### config.mk
export PLATFORM = sky130hd
export DESIGN_NAME = wdit_top
export DESIGN_NICKNAME = d
export VERILOG_FILES = /design/src/hw/wdit_top.v /design/src/hw/wdit_prescaler.v
export VERILOG_INCLUDE_DIRS = /design/src /design/src/hw
export SDC_FILE = /design/constraint.sdc
export NUM_CORES = 1
export LEC_CHECK = 0
export BUFFER_PORTS_ARGS = -buffer_cell sky130_fd_sc_hd__buf_2
export CAP_MARGIN = 25
export CORE_UTILIZATION = 45
export DETAILED_ROUTE_END_ITERATION = 10
export PLACE_DENSITY = 0.79
export RECOVER_POWER = 100
export SYNTH_ARGS = -nofsm -noshare
export SYNTH_HDL_FRONTEND = slang
export SYNTH_SLANG_ARGS = --single-unit
### constraint.sdc
create_clock -name clk_i -period 1.9 [get_ports clk_i]
set_input_delay 0.285 -clock clk_i [delete_from_list [all_inputs] [get_ports clk_i]]
set_output_delay 0.285 -clock clk_i [all_outputs]
set_load 0.02 [all_outputs]
### src/hw/wdit_regs.vh
// Register map, field positions, reset values and timing counts of the watchdog interval timer.
// Assumes a Wishbone slave with 32-bit data, one register per aligned word.
`ifndef WDIT_REGS_VH
`define WDIT_REGS_VH

// Printed offsets are not all multiples of four: they are register indices
`define WDIT_IDX_CLOCK_SELECT   16'hff42
`define WDIT_IDX_MODE_CONTROL   16'hfff9
`define WDIT_IDX_IRQ_STATUS     16'hff00
`define WDIT_IDX_IRQ_MASK       16'hff01

// Clock-select fields
`define WDIT_CS_LOW_BIT         1
`define WDIT_CS_HIGH_BIT        2
`define WDIT_CS_WMASK           8'h06

// Mode-control fields
`define WDIT_MODE_LOW_BIT       3
`define WDIT_MODE_HIGH_BIT      4
`define WDIT_RUN_BIT            7
`define WDIT_MODE_WMASK         8'h98

// Status and mask fields
`define WDIT_ST_WDT_BIT         0
`define WDIT_ST_ITV_BIT         1
`define WDIT_ST_WMASK           8'h03

// Reset values
`define WDIT_CS_RESET           8'h00
`define WDIT_MODE_RESET         8'h00
`define WDIT_ST_RESET           8'h00
`define WDIT_MASK_RESET         8'h00

// Prescaler divide exponents 4, 6, 8, 10: ratios 16, 64, 256, 1024
`define WDIT_DIV_EXP0           4
`define WDIT_DIV_EXP1           6
`define WDIT_DIV_EXP2           8
`define WDIT_DIV_EXP3           10
`define WDIT_PRE_WIDTH          10
// Count clocks to overflow: 2^7
`define WDIT_CNT_WIDTH          7
`define WDIT_CNT_LAST           7'h7f

// Mode encodings
`define WDIT_MODE_STOP          2'b00
`define WDIT_MODE_INTERVAL      2'b01
`define WDIT_MODE_NMI           2'b10
`define WDIT_MODE_RESET_OUT     2'b11

`endif

### src/hw/wdit_top.v
// Watchdog and interval timer with a classic Wishbone register slave.
// Assumes clk_i is the main system clock and standby inputs are synchronous.
//
// The Wishbone interface to the registers was left to the implementer.
`timescale 1ns/1ps
`include "wdit_regs.vh"

// What this block does
// - Count clock is main clock divided per select
// - Run write clears counter and starts counting
// - Run bit cannot be cleared by software
// - Mode bits choose stop, interval, NMI, reset
// - Mode bits stick once set until reset
// - Interval mode times after run, repeats interrupts
// - Prescaler kept on restart, first overflow early
// - Flag already set gives NMI on NMI mode write
// - Watchdog overflow resets or raises NMI
// - Counts in HALT, stops in STOP
// - No counting while CPU runs on subclock
// - Interval interrupt gated by its mask flag
// - Reset clears select and mode registers
module wdit_top
(
	// Clock and reset
	input  wire        clk_i,
	input  wire        rst_i,
	// Wishbone slave
	input  wire        cyc_i,
	input  wire        stb_i,
	input  wire        we_i,
	input  wire [15:0] adr_i,
	input  wire [3:0]  sel_i,
	input  wire [31:0] dat_i,
	output reg  [31:0] dat_o,
	output reg         ack_o,
	// Standby and clock state
	input  wire        stop_mode_i,
	input  wire        sub_clock_cpu_i,
	// Events
	output reg         nmi_o,
	output reg         reset_req_o,
	output reg         irq_o
);

	reg  [7:0]                 clock_select_q;
	reg  [7:0]                 mode_control_q;
	reg  [7:0]                 irq_status_q;
	reg  [7:0]                 irq_mask_q;
	reg  [`WDIT_CNT_WIDTH-1:0] count_q;
	reg                        wr_run_q;
	wire                       tick;
	wire                       count_en;
	wire                       overflow;
	wire                       access;
	wire                       wr;
	wire                       mode_sel_wr;
	wire [1:0]                 mode;
	wire [7:0]                 wd;
	wire [7:0]                 st_set;
	reg  [7:0]                 rd_data;

	// Byte lane decode by index: byte address = 4 * index
	function [15:0] reg_idx;
		input [15:0] adr;
		begin
			reg_idx = {2'b00, adr[15:2]};
		end
	endfunction

	function is_reg;
		input [15:0] adr;
		input [15:0] idx;
		begin
			is_reg = (reg_idx(adr) == (idx & 16'h3fff)) && (adr[1:0] == 2'b00);
		end
	endfunction

	// Only four 16-bit byte addresses fit; the index keeps its low 14 bits
	assign access = cyc_i & stb_i & ~ack_o;
	assign wr     = access & we_i & sel_i[0];
	assign wd     = dat_i[7:0];
	assign mode   = {mode_control_q[`WDIT_MODE_HIGH_BIT], mode_control_q[`WDIT_MODE_LOW_BIT]};

	// Counting needs run, a mode, main clock driving the CPU, and no STOP
	assign count_en = mode_control_q[`WDIT_RUN_BIT] & (mode != `WDIT_MODE_STOP) & ~stop_mode_i
		& ~sub_clock_cpu_i;

	wdit_prescaler u_prescaler
	(
		.clk_i          (clk_i),
		.rst_i          (rst_i),
		.enable_i       (count_en),
		.clock_select_i ({clock_select_q[`WDIT_CS_HIGH_BIT], clock_select_q[`WDIT_CS_LOW_BIT]}),
		.tick_o         (tick)
	);

	assign overflow = tick & count_en & (count_q == `WDIT_CNT_LAST);

	// Register writes
	always @(posedge clk_i)
	begin
		if (rst_i)
		begin
			clock_select_q <= `WDIT_CS_RESET;
			mode_control_q <= `WDIT_MODE_RESET;
			irq_mask_q     <= `WDIT_MASK_RESET;
			wr_run_q       <= 1'b0;
		end
		else
		begin
			wr_run_q <= wr & is_reg(adr_i, `WDIT_IDX_MODE_CONTROL) & wd[`WDIT_RUN_BIT];
			if (wr && is_reg(adr_i, `WDIT_IDX_CLOCK_SELECT))
				clock_select_q <= wd & `WDIT_CS_WMASK;
			// Only sets are taken: run and mode bits are sticky
			if (wr && is_reg(adr_i, `WDIT_IDX_MODE_CONTROL))
				mode_control_q <= mode_control_q | (wd & `WDIT_MODE_WMASK);
			if (wr && is_reg(adr_i, `WDIT_IDX_IRQ_MASK))
				irq_mask_q <= wd & `WDIT_ST_WMASK;
		end
	end

	// Counter: restart clears it only, the prescaler runs on
	always @(posedge clk_i)
	begin
		if (rst_i)
			count_q <= {`WDIT_CNT_WIDTH{1'b0}};
		else if (wr_run_q)
			count_q <= {`WDIT_CNT_WIDTH{1'b0}};
		else if (tick && count_en)
			count_q <= count_q + 1'b1;
	end

	// Status: bit 0 watchdog flag, bit 1 interval flag; set beats write-one clear
	assign st_set = {6'h00, overflow & (mode == `WDIT_MODE_INTERVAL), overflow & mode[1]};

	always @(posedge clk_i)
	begin
		if (rst_i)
			irq_status_q <= `WDIT_ST_RESET;
		else if (wr && is_reg(adr_i, `WDIT_IDX_IRQ_STATUS))
			irq_status_q <= (irq_status_q & ~(wd & `WDIT_ST_WMASK)) | st_set;
		else
			irq_status_q <= irq_status_q | st_set;
	end

	// Event outputs
	assign mode_sel_wr = wr & is_reg(adr_i, `WDIT_IDX_MODE_CONTROL) & wd[`WDIT_MODE_HIGH_BIT];

	always @(posedge clk_i)
	begin
		if (rst_i)
		begin
			nmi_o       <= 1'b0;
			reset_req_o <= 1'b0;
			irq_o       <= 1'b0;
		end
		else
		begin
			// NMI pulse on overflow in mode 2, or a pending watchdog flag when a write selects the NMI mode
			nmi_o <= (overflow & (mode == `WDIT_MODE_NMI))
				| (mode_sel_wr & ~wd[`WDIT_MODE_LOW_BIT] & ~mode[0]
				& irq_status_q[`WDIT_ST_WDT_BIT]);
			reset_req_o <= overflow & (mode == `WDIT_MODE_RESET_OUT);
			irq_o <= |(irq_status_q & irq_mask_q & 8'h02);
		end
	end

	// Read mux
	always @*
	begin
		rd_data = 8'h00;
		if (is_reg(adr_i, `WDIT_IDX_CLOCK_SELECT))
			rd_data = clock_select_q;
		else if (is_reg(adr_i, `WDIT_IDX_MODE_CONTROL))
			rd_data = mode_control_q;
		else if (is_reg(adr_i, `WDIT_IDX_IRQ_STATUS))
			rd_data = irq_status_q;
		else if (is_reg(adr_i, `WDIT_IDX_IRQ_MASK))
			rd_data = irq_mask_q;
	end

	// One wait-free ack per access; unmapped reads give zero, writes are dropped
	always @(posedge clk_i)
	begin
		if (rst_i)
		begin
			ack_o <= 1'b0;
			dat_o <= 32'h00000000;
		end
		else
		begin
			ack_o <= access;
			dat_o <= access ? {24'h000000, rd_data} : 32'h00000000;
		end
	end

endmodule // wdit_top

### src/hw/wdit_prescaler.v
// Enable-gated main-clock prescaler producing a one-cycle count-clock tick.
// Assumes clk_i is the main system clock; the prescaler is never cleared by a restart.
`timescale 1ns/1ps
`include "wdit_regs.vh"

module wdit_prescaler
(
	// Clock and reset
	input  wire       clk_i,
	input  wire       rst_i,
	// Control
	input  wire       enable_i,
	input  wire [1:0] clock_select_i,
	// Tick out
	output reg        tick_o
);

	reg [`WDIT_PRE_WIDTH-1:0] pre_q;
	reg                       hit;

	always @(posedge clk_i)
	begin
		if (rst_i)
			pre_q <= {`WDIT_PRE_WIDTH{1'b0}};
		else if (enable_i)
			pre_q <= pre_q + 1'b1;
	end

	// Tick when the low exponent bits all wrap to zero
	always @*
	begin
		case (clock_select_i)
			2'b00:   hit = (pre_q[`WDIT_DIV_EXP0-1:0] == {`WDIT_DIV_EXP0{1'b1}});
			2'b01:   hit = (pre_q[`WDIT_DIV_EXP1-1:0] == {`WDIT_DIV_EXP1{1'b1}});
			2'b10:   hit = (pre_q[`WDIT_DIV_EXP2-1:0] == {`WDIT_DIV_EXP2{1'b1}});
			default: hit = (pre_q[`WDIT_DIV_EXP3-1:0] == {`WDIT_DIV_EXP3{1'b1}});
		endcase
	end

	always @(posedge clk_i)
	begin
		if (rst_i)
			tick_o <= 1'b0;
		else
			tick_o <= enable_i & hit;
	end

endmodule // wdit_prescaler

; Word level (Yosys, flattened, before mapping)
; Cells that the tools add are included.
[classes]
addsub = 2
n_eq_ne = 14
muxes = 6
bitwise = 33
reduce_logical = 14
[op_table]
columns = cell, n
row1 = $eq 14x14->1 const B, 4
row2 = $mux 8, 4
row3 = $and 1x1->1, 20
row4 = $or 8x2->8, 2
row5 = $add 10x1->10 const B, 1
row6 = $eq 10x10->1 const B, 1
row7 = $logic_and 1x1->1, 9
row8 = $and 8x8->8, 1
row9 = $eq 8x8->1 const B, 1
row10 = $not 2->8, 1
row11 = $or 8x8->8, 1
row12 = $add 7x1->7 const B, 1
row13 = $eq 7x7->1 const B, 1
row14 = $eq 2x2->1 const B, 3
row15 = $eq 6x6->1 const B, 1
row16 = $not 1->1, 6
row17 = $eq 2x1->1 const B, 2
row18 = $eq 4x4->1 const B, 1
row19 = $logic_not 2->1, 2
row20 = $reduce_or 2->1, 2
row21 = $pmux 1 s3, 1
row22 = $and 2x2->2, 1
row23 = $mux 2, 1
row24 = $reduce_bool 2->1, 1
row25 = $or 1x1->1, 1
[totals]
reg_bits = 75
output_inout_bits = 36
word_cells = 83

; Logic depth before layout (Yosys ltp)
; Gate-level depths: netlist of run 1.
[depth]
depth_word = 10
depth_mapped = 5
mapped_depth_nobuf = 5

; Cells and area by module
; From an unflattened synthesis of run 1, not the netlist that was laid out.
[unflattened]
cells_unflattened = 218
area_unflattened_um2 = 1921.8
[by_module_without_submodules]
columns = mod, instances, cells_per_inst, area_per_inst_um2, seq_area_each_um2
row1 = wdit_top, 1, 164, 1435.1, 540.5
row2 = wdit_prescaler, 1, 54, 486.7, 220.2

; Worst setup path before layout of run 1
; OpenSTA, ideal clock, no wires.
[synth_timing]
kind = input -> register
start = input port adr_i[5]
end = register irq_mask_q[1]
t_arrival_ns = 1.577
t_required_ns = 1.768
setup_slack_ns = 0.191
stages = 4
n_path_buf = 0
cell_sequence = or4_1 -> or4_1 -> o21ai_0 -> a21oi_1
[synth_between]
elab_chain_len = 3
[synth_lines]
columns = element, line
row1 = from (decl), wdit_top.v:31  ; input wire [15:0] adr_i,
row2 = $eq 14x14->1, wdit_top.v:74  ; is_reg = (reg_idx(adr) == (idx & 16'h3fff)) && (adr[1:0] == 2'b00);
row3 = $logic_and 1x1->1, wdit_top.v:74
row4 = $logic_and 1x1->1, wdit_top.v:117  ; if (wr && is_reg(adr_i, `WDIT_IDX_IRQ_MASK))
row5 = to (signal assigned), wdit_top.v:106  ; irq_mask_q <= `WDIT_MASK_RESET;
row6 = to (signal assigned), wdit_top.v:118  ; irq_mask_q <= wd & `WDIT_ST_WMASK;
row7 = to (decl), wdit_top.v:48  ; reg [7:0] irq_mask_q;
; No other way between the ends.
; A chain may end at the register's enable or synchronous reset.

; Worst setup path in the final report of run 1
[layout_timing]
start = register mode_control_q[3]
end = register u_prescaler.pre_q[9]
[layout_between]
elab_chain_len = 4
[layout_lines]
columns = element, line
row1 = from (decl), wdit_top.v:46  ; reg [7:0] mode_control_q;
row2 = from (signal assigned), wdit_top.v:105  ; mode_control_q <= `WDIT_MODE_RESET;
row3 = from (signal assigned), wdit_top.v:116  ; mode_control_q <= mode_control_q | (wd & `WDIT_MODE_WMASK);
row4 = $reduce_bool 2->1 (no line), -
row5 = $and 1x1->1 (3 in series), wdit_top.v:85  ; assign count_en = mode_control_q[`WDIT_RUN_BIT] & (mode != `WDIT_MODE_STOP) & ~stop_mode_i
row6 = to (signal assigned), wdit_prescaler.v:24  ; pre_q <= {`WDIT_PRE_WIDTH{1'b0}};
row7 = to (signal assigned), wdit_prescaler.v:26  ; pre_q <= pre_q + 1'b1;
row8 = to (decl), wdit_prescaler.v:18  ; reg [`WDIT_PRE_WIDTH-1:0] pre_q;
; No other way between the ends.

==> results of run 1 <==
## registers in the layout, indices dropped and copies added, names as in the netlist
name and flops:
u_prescaler.pre_q 10, count_q 7, dat_o 6, mode_control_q 3, clock_select_q 2, irq_mask_q 2
irq_status_q 2, ack_o 1, irq_o 1, nmi_o 1, reset_req_o 1, u_prescaler.tick_o 1
wr_run_q 1
## worst reg2reg max path: cells and delay by family (launching register included)
| kind | cells | cell delay, ns |
|---|---|---|
| AND/OR/NAND/NOR | 2 | 1.06 |
| AO/OA/AOI/OAI | 2 | 0.25 |
| flip-flops | 1 | 0.39 |
## area by class of cell
type                    count  area (um2)  area share, %
clock buffers               5        68.8           3.18
clock inverters             3        40.0           1.85
inverters                  13        48.8           2.25
multi-input cells         171         967           44.7
flip-flops and latches     38         761           35.1
well taps                  50        62.6           2.89
repair buffers             45         218           10.1
## layout by cell type, fill, tap and decap left out, drive strengths merged, types with 2 or more instances in the layout
master | netlist | routed
dfxtp | 38 | 38
buf | 27 | 31
conb | 1 | 26
nor2 | 25 | 25
clkbuf | 4 | 19
nand2 | 15 | 15
inv | 13 | 13
a21oi | 12 | 12
xnor2 | 11 | 11
nand4 | 9 | 9
o21ai | 9 | 9
nor3 | 8 | 8
nor4 | 6 | 6
nand3 | 6 | 6
and2 | 4 | 4
or4 | 4 | 4
nand2b | 3 | 3
or3 | 3 | 3
and3b | 2 | 2
nand3b | 2 | 2
o31ai | 2 | 2
nand4b | 2 | 2
o22ai | 2 | 2
and3 | 2 | 2
mux2i | 2 | 2
ha | 2 | 2
clkinv | 0 | 2
## metrics by stage
step,cell area (um2),worst slack (ns),cells
2_1_floorplan,1990,0.191,253
3_3_place_gp,2080,-0.0100,317
3_5_place_dp,2080,-0.00159,317
4_1_cts,2190,0.138,325
5_1_grt,2170,0.0183,325
6_report,2170,0.135,325
## metal layers
metal	vias to the layer above	GRT usage [%]
met5	-	0
met4	0	6.38
met3	6	6.16
met2	65	31.9
met1	756	24.3
li1	837	-
## cells by family (layout without fill, tap and decap cells)
kind of cell / Yosys count / after routing / share of synthesized area (%)
XOR/XNOR: 11 / 11 / 5.08
multiplexers: 2 / 2 / 1.06
flip-flops: 38 / 38 / 40.1
AO/OA/AOI/OAI: 34 / 34 / 11.2
AND/OR/NAND/NOR: 96 / 96 / 27.2
buffers and inverters: 44 / 66 / 13.9
adder cells (fa/ha/maj): 2 / 2 / 1.32
other: 1 / 26 / 0.198
## cells in the mapped netlist (3+ instances only)
| cell | instances | share of area, % |
|---|---|---|
| nor3_1 | 8 | 2.1 |
| clkbuf_1 | 4 | 0.79 |
| nand3_1 | 6 | 1.6 |
| or4_1 | 3 | 1.2 |
| nor4_1 | 6 | 2.0 |
| dfxtp_1 | 38 | 40 |
| or3_1 | 3 | 0.99 |
| nand2_1 | 15 | 3.0 |
| nand2b_1 | 3 | 0.99 |
| inv_1 | 13 | 2.6 |
| xnor2_1 | 11 | 5.1 |
| nor2_1 | 25 | 4.9 |
| nand4_1 | 9 | 3.0 |
| a21oi_1 | 12 | 3.2 |
| buf_4 | 26 | 10 |
| and2_1 | 4 | 1.3 |
| o21ai_0 | 9 | 2.4 |
## final timing paths
| check | endpoint | slack [ns] | from | cells after the start |
|---|---|---|---|---|
| hold reg to reg | irq_o | 0.46 | irq_mask_q[1] | 2 |
| setup / recovery | u_prescaler.pre_q[9] | 0.14 | mode_control_q[3] | 4 |
| setup reg to reg | u_prescaler.pre_q[9] | 0.14 | mode_control_q[3] | 4 |
| hold / removal | wr_run_q | 0.24 | dat_i[7] | 3 |
## power breakdown
| group | internal [mW] | switching (mW) | total (mW) |
|---|---|---|---|
| Sequential | 0.797 | 0.000464 | 0.797 |
| Combinational | 0.0327 | 0.0815 | 0.114 |
| Clock | 0.386 | 0.283 | 0.669 |
==> impl_results.md, run 1 <==
* Status: finished clean
* Synth Warn # at 0
* Final period util at approximately 93%
* Mapped cell area at 1900 um2
* Final RePlAce weighted congestion at between 0.8 and 0.9
* Routed wl met2 at about 1800 um
* Slew Limit Fails at 0
* Initial DRC count at 152
* Top FF cell, synth: dfxtp_1
* Final hold viol count at 0
* I/O Buffers at 39
* Chip width at 66.9 um
* CP Launch Type: flip-flop
* Clock buffer depth at 2
* Detail Route Antenna Nets at 0
* Flops & latches, synth at 38
* Via/cell ratio at between 5 and 6
* CP bufs+invs at 0
* DR DRC count at 0
* Largest net degree at the start of global routing at 25
* Chip Height at roughly 67 um
* First-pass GRT wire length at about 6500 um
* Antenna violations before repair at 0
* Worst-Margin Slew at between 1 and 1.5 ns
* Pwr per Cell Area at approximately 730 nW/um2
* Worst EP required at 2.12 ns
* Distinct cells, synth at between 40 and 50
* GRT Overall Usage at 19.6%
* Clock-pin slew on the worst setup and hold paths at 0.07 ns
* IO Count at 95
* HP Class: in2reg
* Filler Cells Inserted at about 400
* Num CTS Buffers at 5
* Clock Skews at approximately 0.0048 ns
* Full die area at about 4500 um2
* CTS sink count at 38
* Met1 wire length at 1640 um
* Overflow after GRT at 0
* Row count at 23
* Setup_tns at 0 ns
* Critical path class: reg2reg
* DR WL met3 at 282 um
* Number of synthesized flops with an enable pin at 0
* Worst path cell trace: o21bai_2 > or4_4 > or4_1 > a21oi_1
* Seq/Total Area, Yosys at between 40% and 50%
* Leakage at 0.800 nW
* Cts repair resizes at 0
* Max Freq at 567 MHz
* Initial Util at 47.1%
* Async SR Flop Fraction at 0%
* H-tree levels at 2
* Core region area at a little over 4000 um2
* Slew headroom at between 30% and 40%
* CTS tree: built
* Minimum clock period at about 1.8 ns
* Root buffer cell: clkbuf_8
* Hold buffer count at cts at 0
* Slowest cell on crit path: or4_4
* HPWL after DPL at 2830 um
* CP max FO at 6
* Max VDD drop at 0.467 mV
* CP top delay family: simple AND/OR/NAND/NOR gates
* WL/cell at 11.7 um
* Power Total at between 1.5 and 2 mW
* Vias at 1664
* Layout cell share with drive strength beyond 1 at 15.3%
* WP data arrival at between 1.5 and 2 ns
* Max_cap viols at 0
* First-pass iteration count of the detailed router at 4
* CP Capture Type: flip-flop
* Top layer used by detailed routing: met4
* Post-CTS Setup Bufs at 0
* Synth Area per Inst at slightly above 8 um2
* Cells after Synth at 228
* Vias in the first global route at about 1400
* RSZ-0062 raised after global routing: false
* Area grow syn2layout at 14.2%
* Net count, final at ~340
* Final setup violation count at 0
* ANT cells at 0
* Hold WS at ~0.24 ns
* Clk Latency, worst-skew pair at about 0.29 ns
* Post-Route WL at roughly 3800 um
* Layout Utilization at between 50% and 60%
* CP max stage delay at between 0.5 and 0.6 ns
Power figures use the tool's default switching activity.
==> run 2: changes to the inputs <==
Settings changed: CORE_ASPECT_RATIO from default to 1.5, CORE_UTILIZATION 45 to 46, PLACE_DENSITY 0.79 to 0.8, SYNTH_HIERARCHICAL from default to 1.
==> run 2 against run 1 <==
  * Worst setup slack better by 0.021 ns
  * Utilization up 1.1 points
  * Synthesized cell count down 4.4%
  * Highest routed layer unchanged
  * Critical path depth up 1
  * Clock skew shrank 0.0014 ns
  * Clock power increased by 1%
  * Hold slack worse by 0.042 ns
==> impl_results.md, run 2 <==
* Max Freq at 573 MHz (+1.2%)
* Hold buffer count at cts at 0 (unchanged)
* Num CTS Buffers at 5 (unchanged)
* Dpl cell area at 2100 um2 (+1.1%)
* WL/cell at 12.5 um (+6.9%)
* Detail Route Antenna Nets at 0 (unchanged)
* Top cells by area, synth: dfxtp_1 40%, buf_4 11%, nand4_1 4.9%
* Final setup violation count at 0 (unchanged)
* Worst reg-to-reg path cell count at 5 (+1)
* Post-CTS Setup Bufs at 0 (unchanged)
* Initial Util at 48.5% (+1.5 points)
* Clk Latency, worst-skew pair at 0.29 ns (about the same)
* Vias in the first global route at 1516 (+4.6%)
* Distinct cells, synth at 43 (+2.4%)
* Final period util at 91.8% (-1.1 points)
* Most common cell in the netlist: dfxtp_1
* Full die area at 4450 um2 (-0.74%)
* H-tree levels at 2 (unchanged)
* Slowest cell on crit path: or4_1
* Setup WS pre-CTS at -0.0137 ns (-0.0121 ns)
* Setup_tns at 0 ns (unchanged)
* Final RePlAce weighted congestion at 0.825 (-6.7%)
* Flops & latches, synth at 38 (unchanged)
* First-pass GRT wire length at 6220 um (-4.5%)
* Post-Route WL at 3890 um (+2.3%)
* CTS sink count at 38 (unchanged)
* Max FFs per register at 10 (unchanged)
* Area grow syn2layout at 13.0%
* Worst EP required at 2.12 ns (about the same)
* ANT cells at 0 (unchanged)
* Largest net degree at the start of global routing at 21 (-16%)
* Antenna violations before repair at 0 (unchanged)
* CTS tree: built
* IO Count at 95 (unchanged)
* Net count, final at 326 (-2.7%)
* CP max stage delay at 0.51 ns (-0.07 ns)
* CP Capture Type: flip-flop
* WP data arrival at 1.97 ns (about the same)
* Via/cell ratio at 5.30 (+3.5%)
* Layout cell share with drive strength beyond 1 at 16.9% (+1.6 points)
* Cts repair resizes at 0 (unchanged)
* Most frequent cells in the layout: 38 x dfxtp_1, 27 x buf_2, 26 x conb_1
* Worst path cell trace: nor3b_1 > and2_1 > nand3_4 > or4_1 > a21oi_1
* Clock Skews at 0.00331 ns (-0.00144 ns)
* Critical path class: reg2reg
* Row count at 28 (+22%)
* Chip Height at 81.2 um (+21%)
* Number of synthesized flops with an enable pin at 0 (unchanged)
* Async SR Flop Fraction at 0% (unchanged)
* Setup WS post-layout at 0.156 ns (+0.0208 ns)
* Leakage at 0.839 nW (+4.8%)
* Chip width at 54.8 um (-18%)
* Clock buffer depth at 2 (unchanged)
* Commonest cells post-synth: 38 x dfxtp_1, 27 x buf_4, 16 x nor2_1
* Mapped cell area at 1920 um2 (+1.3%)
* HP Class: in2reg
* I/O Buffers at 39 (unchanged)
* Biggest regs: u_prescaler/pre_q: 10 flops, count_q: 7 flops, dat_o: 6 flops
* Max VDD drop at 0.530 mV (+13%)
* First-pass iteration count of the detailed router at 4 (unchanged)
* Final hold viol count at 0 (unchanged)
* Synth Area per Inst at 8.82 um2 (+6.0%)
* Pwr per Cell Area at 735 nW/um2 (+0.72%)
* Clock-pin slew on the worst setup and hold paths at 0.08 ns (about the same)
* Cells after Synth at 218 (-4.4%)
* Core region area at 3960 um2 (-1.7%)
* Top cell type's share of synthesized area at 39.6% (-0.52 points)
* Commonest non-fill, non-tap cell in the layout: dfxtp_1
* Finished Cell Area at 2170 um2 (+0.29%)
* Vias at 1648 (-0.96%)
* GRT Overall Usage at 19.1% (-0.54 points)
* Root buffer cell: clkbuf_8
* Power Total at 1.60 mW (+1.0%)
* Minimum clock period at 1.74 ns (-0.0208 ns)
* DR DRC count at 0 (unchanged)
* Synth Warn # at 6 (+6)
* Hold WS at 0.198 ns (-0.0424 ns)
* RSZ-0062 raised after global routing: false
* CP max FO at 6 (unchanged)
* CP Launch Type: flip-flop
* Seq/Total Area, Yosys at 39.6% (-0.52 points)
* Status: finished clean
* Overflow after GRT at 0 (unchanged)
* Most flop-heavy register: u_prescaler/pre_q
* HPWL after DPL at 2980 um (+5.3%)
* Yosys top cell by area: dfxtp_1
* Worst Hold Depth at 2 (-1)
* Top FF cell, synth: dfxtp_1
* Initial DRC count at 18 (-88%)
* Max_cap viols at 0 (unchanged)
* Slew Limit Fails at 0 (unchanged)
## run 2: area by class of cell
type                            count  area (um2)
Fill cell                         399        1790
Sequential cell                    38         761
Tap cell                           45        56.3
Inverter                            4        15.0
Clock buffer                        5        68.8
Multi-Input combinational cell    170        1010
Clock inverter                      3        45.0
Timing Repair Buffer               46         218
## run 2: final timing paths
check,startpoint,slack (ns),endpoint
setup / recovery,mode_control_q[7],0.16,u_prescaler/pre_q[9]
hold / removal,dat_i[3],0.20,mode_control_q[3]
setup reg to reg,mode_control_q[7],0.16,u_prescaler/pre_q[9]
hold reg to reg,irq_mask_q[0],0.48,irq_mask_q[0]
## run 2: per-layer routing
layer  track usage, %  wire, um  share of wire (%)  vias up
met1             20.3      1560                 40      767
met3             3.93       189                4.9        6
met5                0         0                  0        -
met4             6.41        61                1.6        0
met2             35.2      2070                 53       53
li1                 -         -                  -      822
## run 2: critical path, delay by kind of cell, from the launching register on
family / cells / cell delay [ns]
DFF: 1 / 0.38
and+or+nand+nor: 4 / 1.15
AOI/OAI and AO/OA: 1 / 0.15
## run 2: cell families (layout without fill, tap and decap cells)
kind of cell / Yosys count / in the layout / share of synthesized area [%]
mux: 4 / 4 / 2.08
xor+xnor: 10 / 10 / 4.56
fa+ha+maj: 2 / 2 / 1.30
compound gates: 30 / 30 / 9.57
flops: 38 / 38 / 39.6
other cells: 1 / 26 / 0.195
simple gates: 98 / 98 / 30.6
buf+inv: 35 / 58 / 12.1
## run 2: report_power, final
| group | internal [mW] | switching, mW |
|---|---|---|
| clock network | 0.390 | 0.287 |
| logic | 0.0333 | 0.0883 |
| registers | 0.796 | 0.000390 |
## run 2: per-stage QoR
stage	util, %	instances
after floorplan	-	243
after global placement	53.1	303
after detailed placement	53.1	303
after CTS	56.0	311
after global routing	54.9	311
final	54.9	311
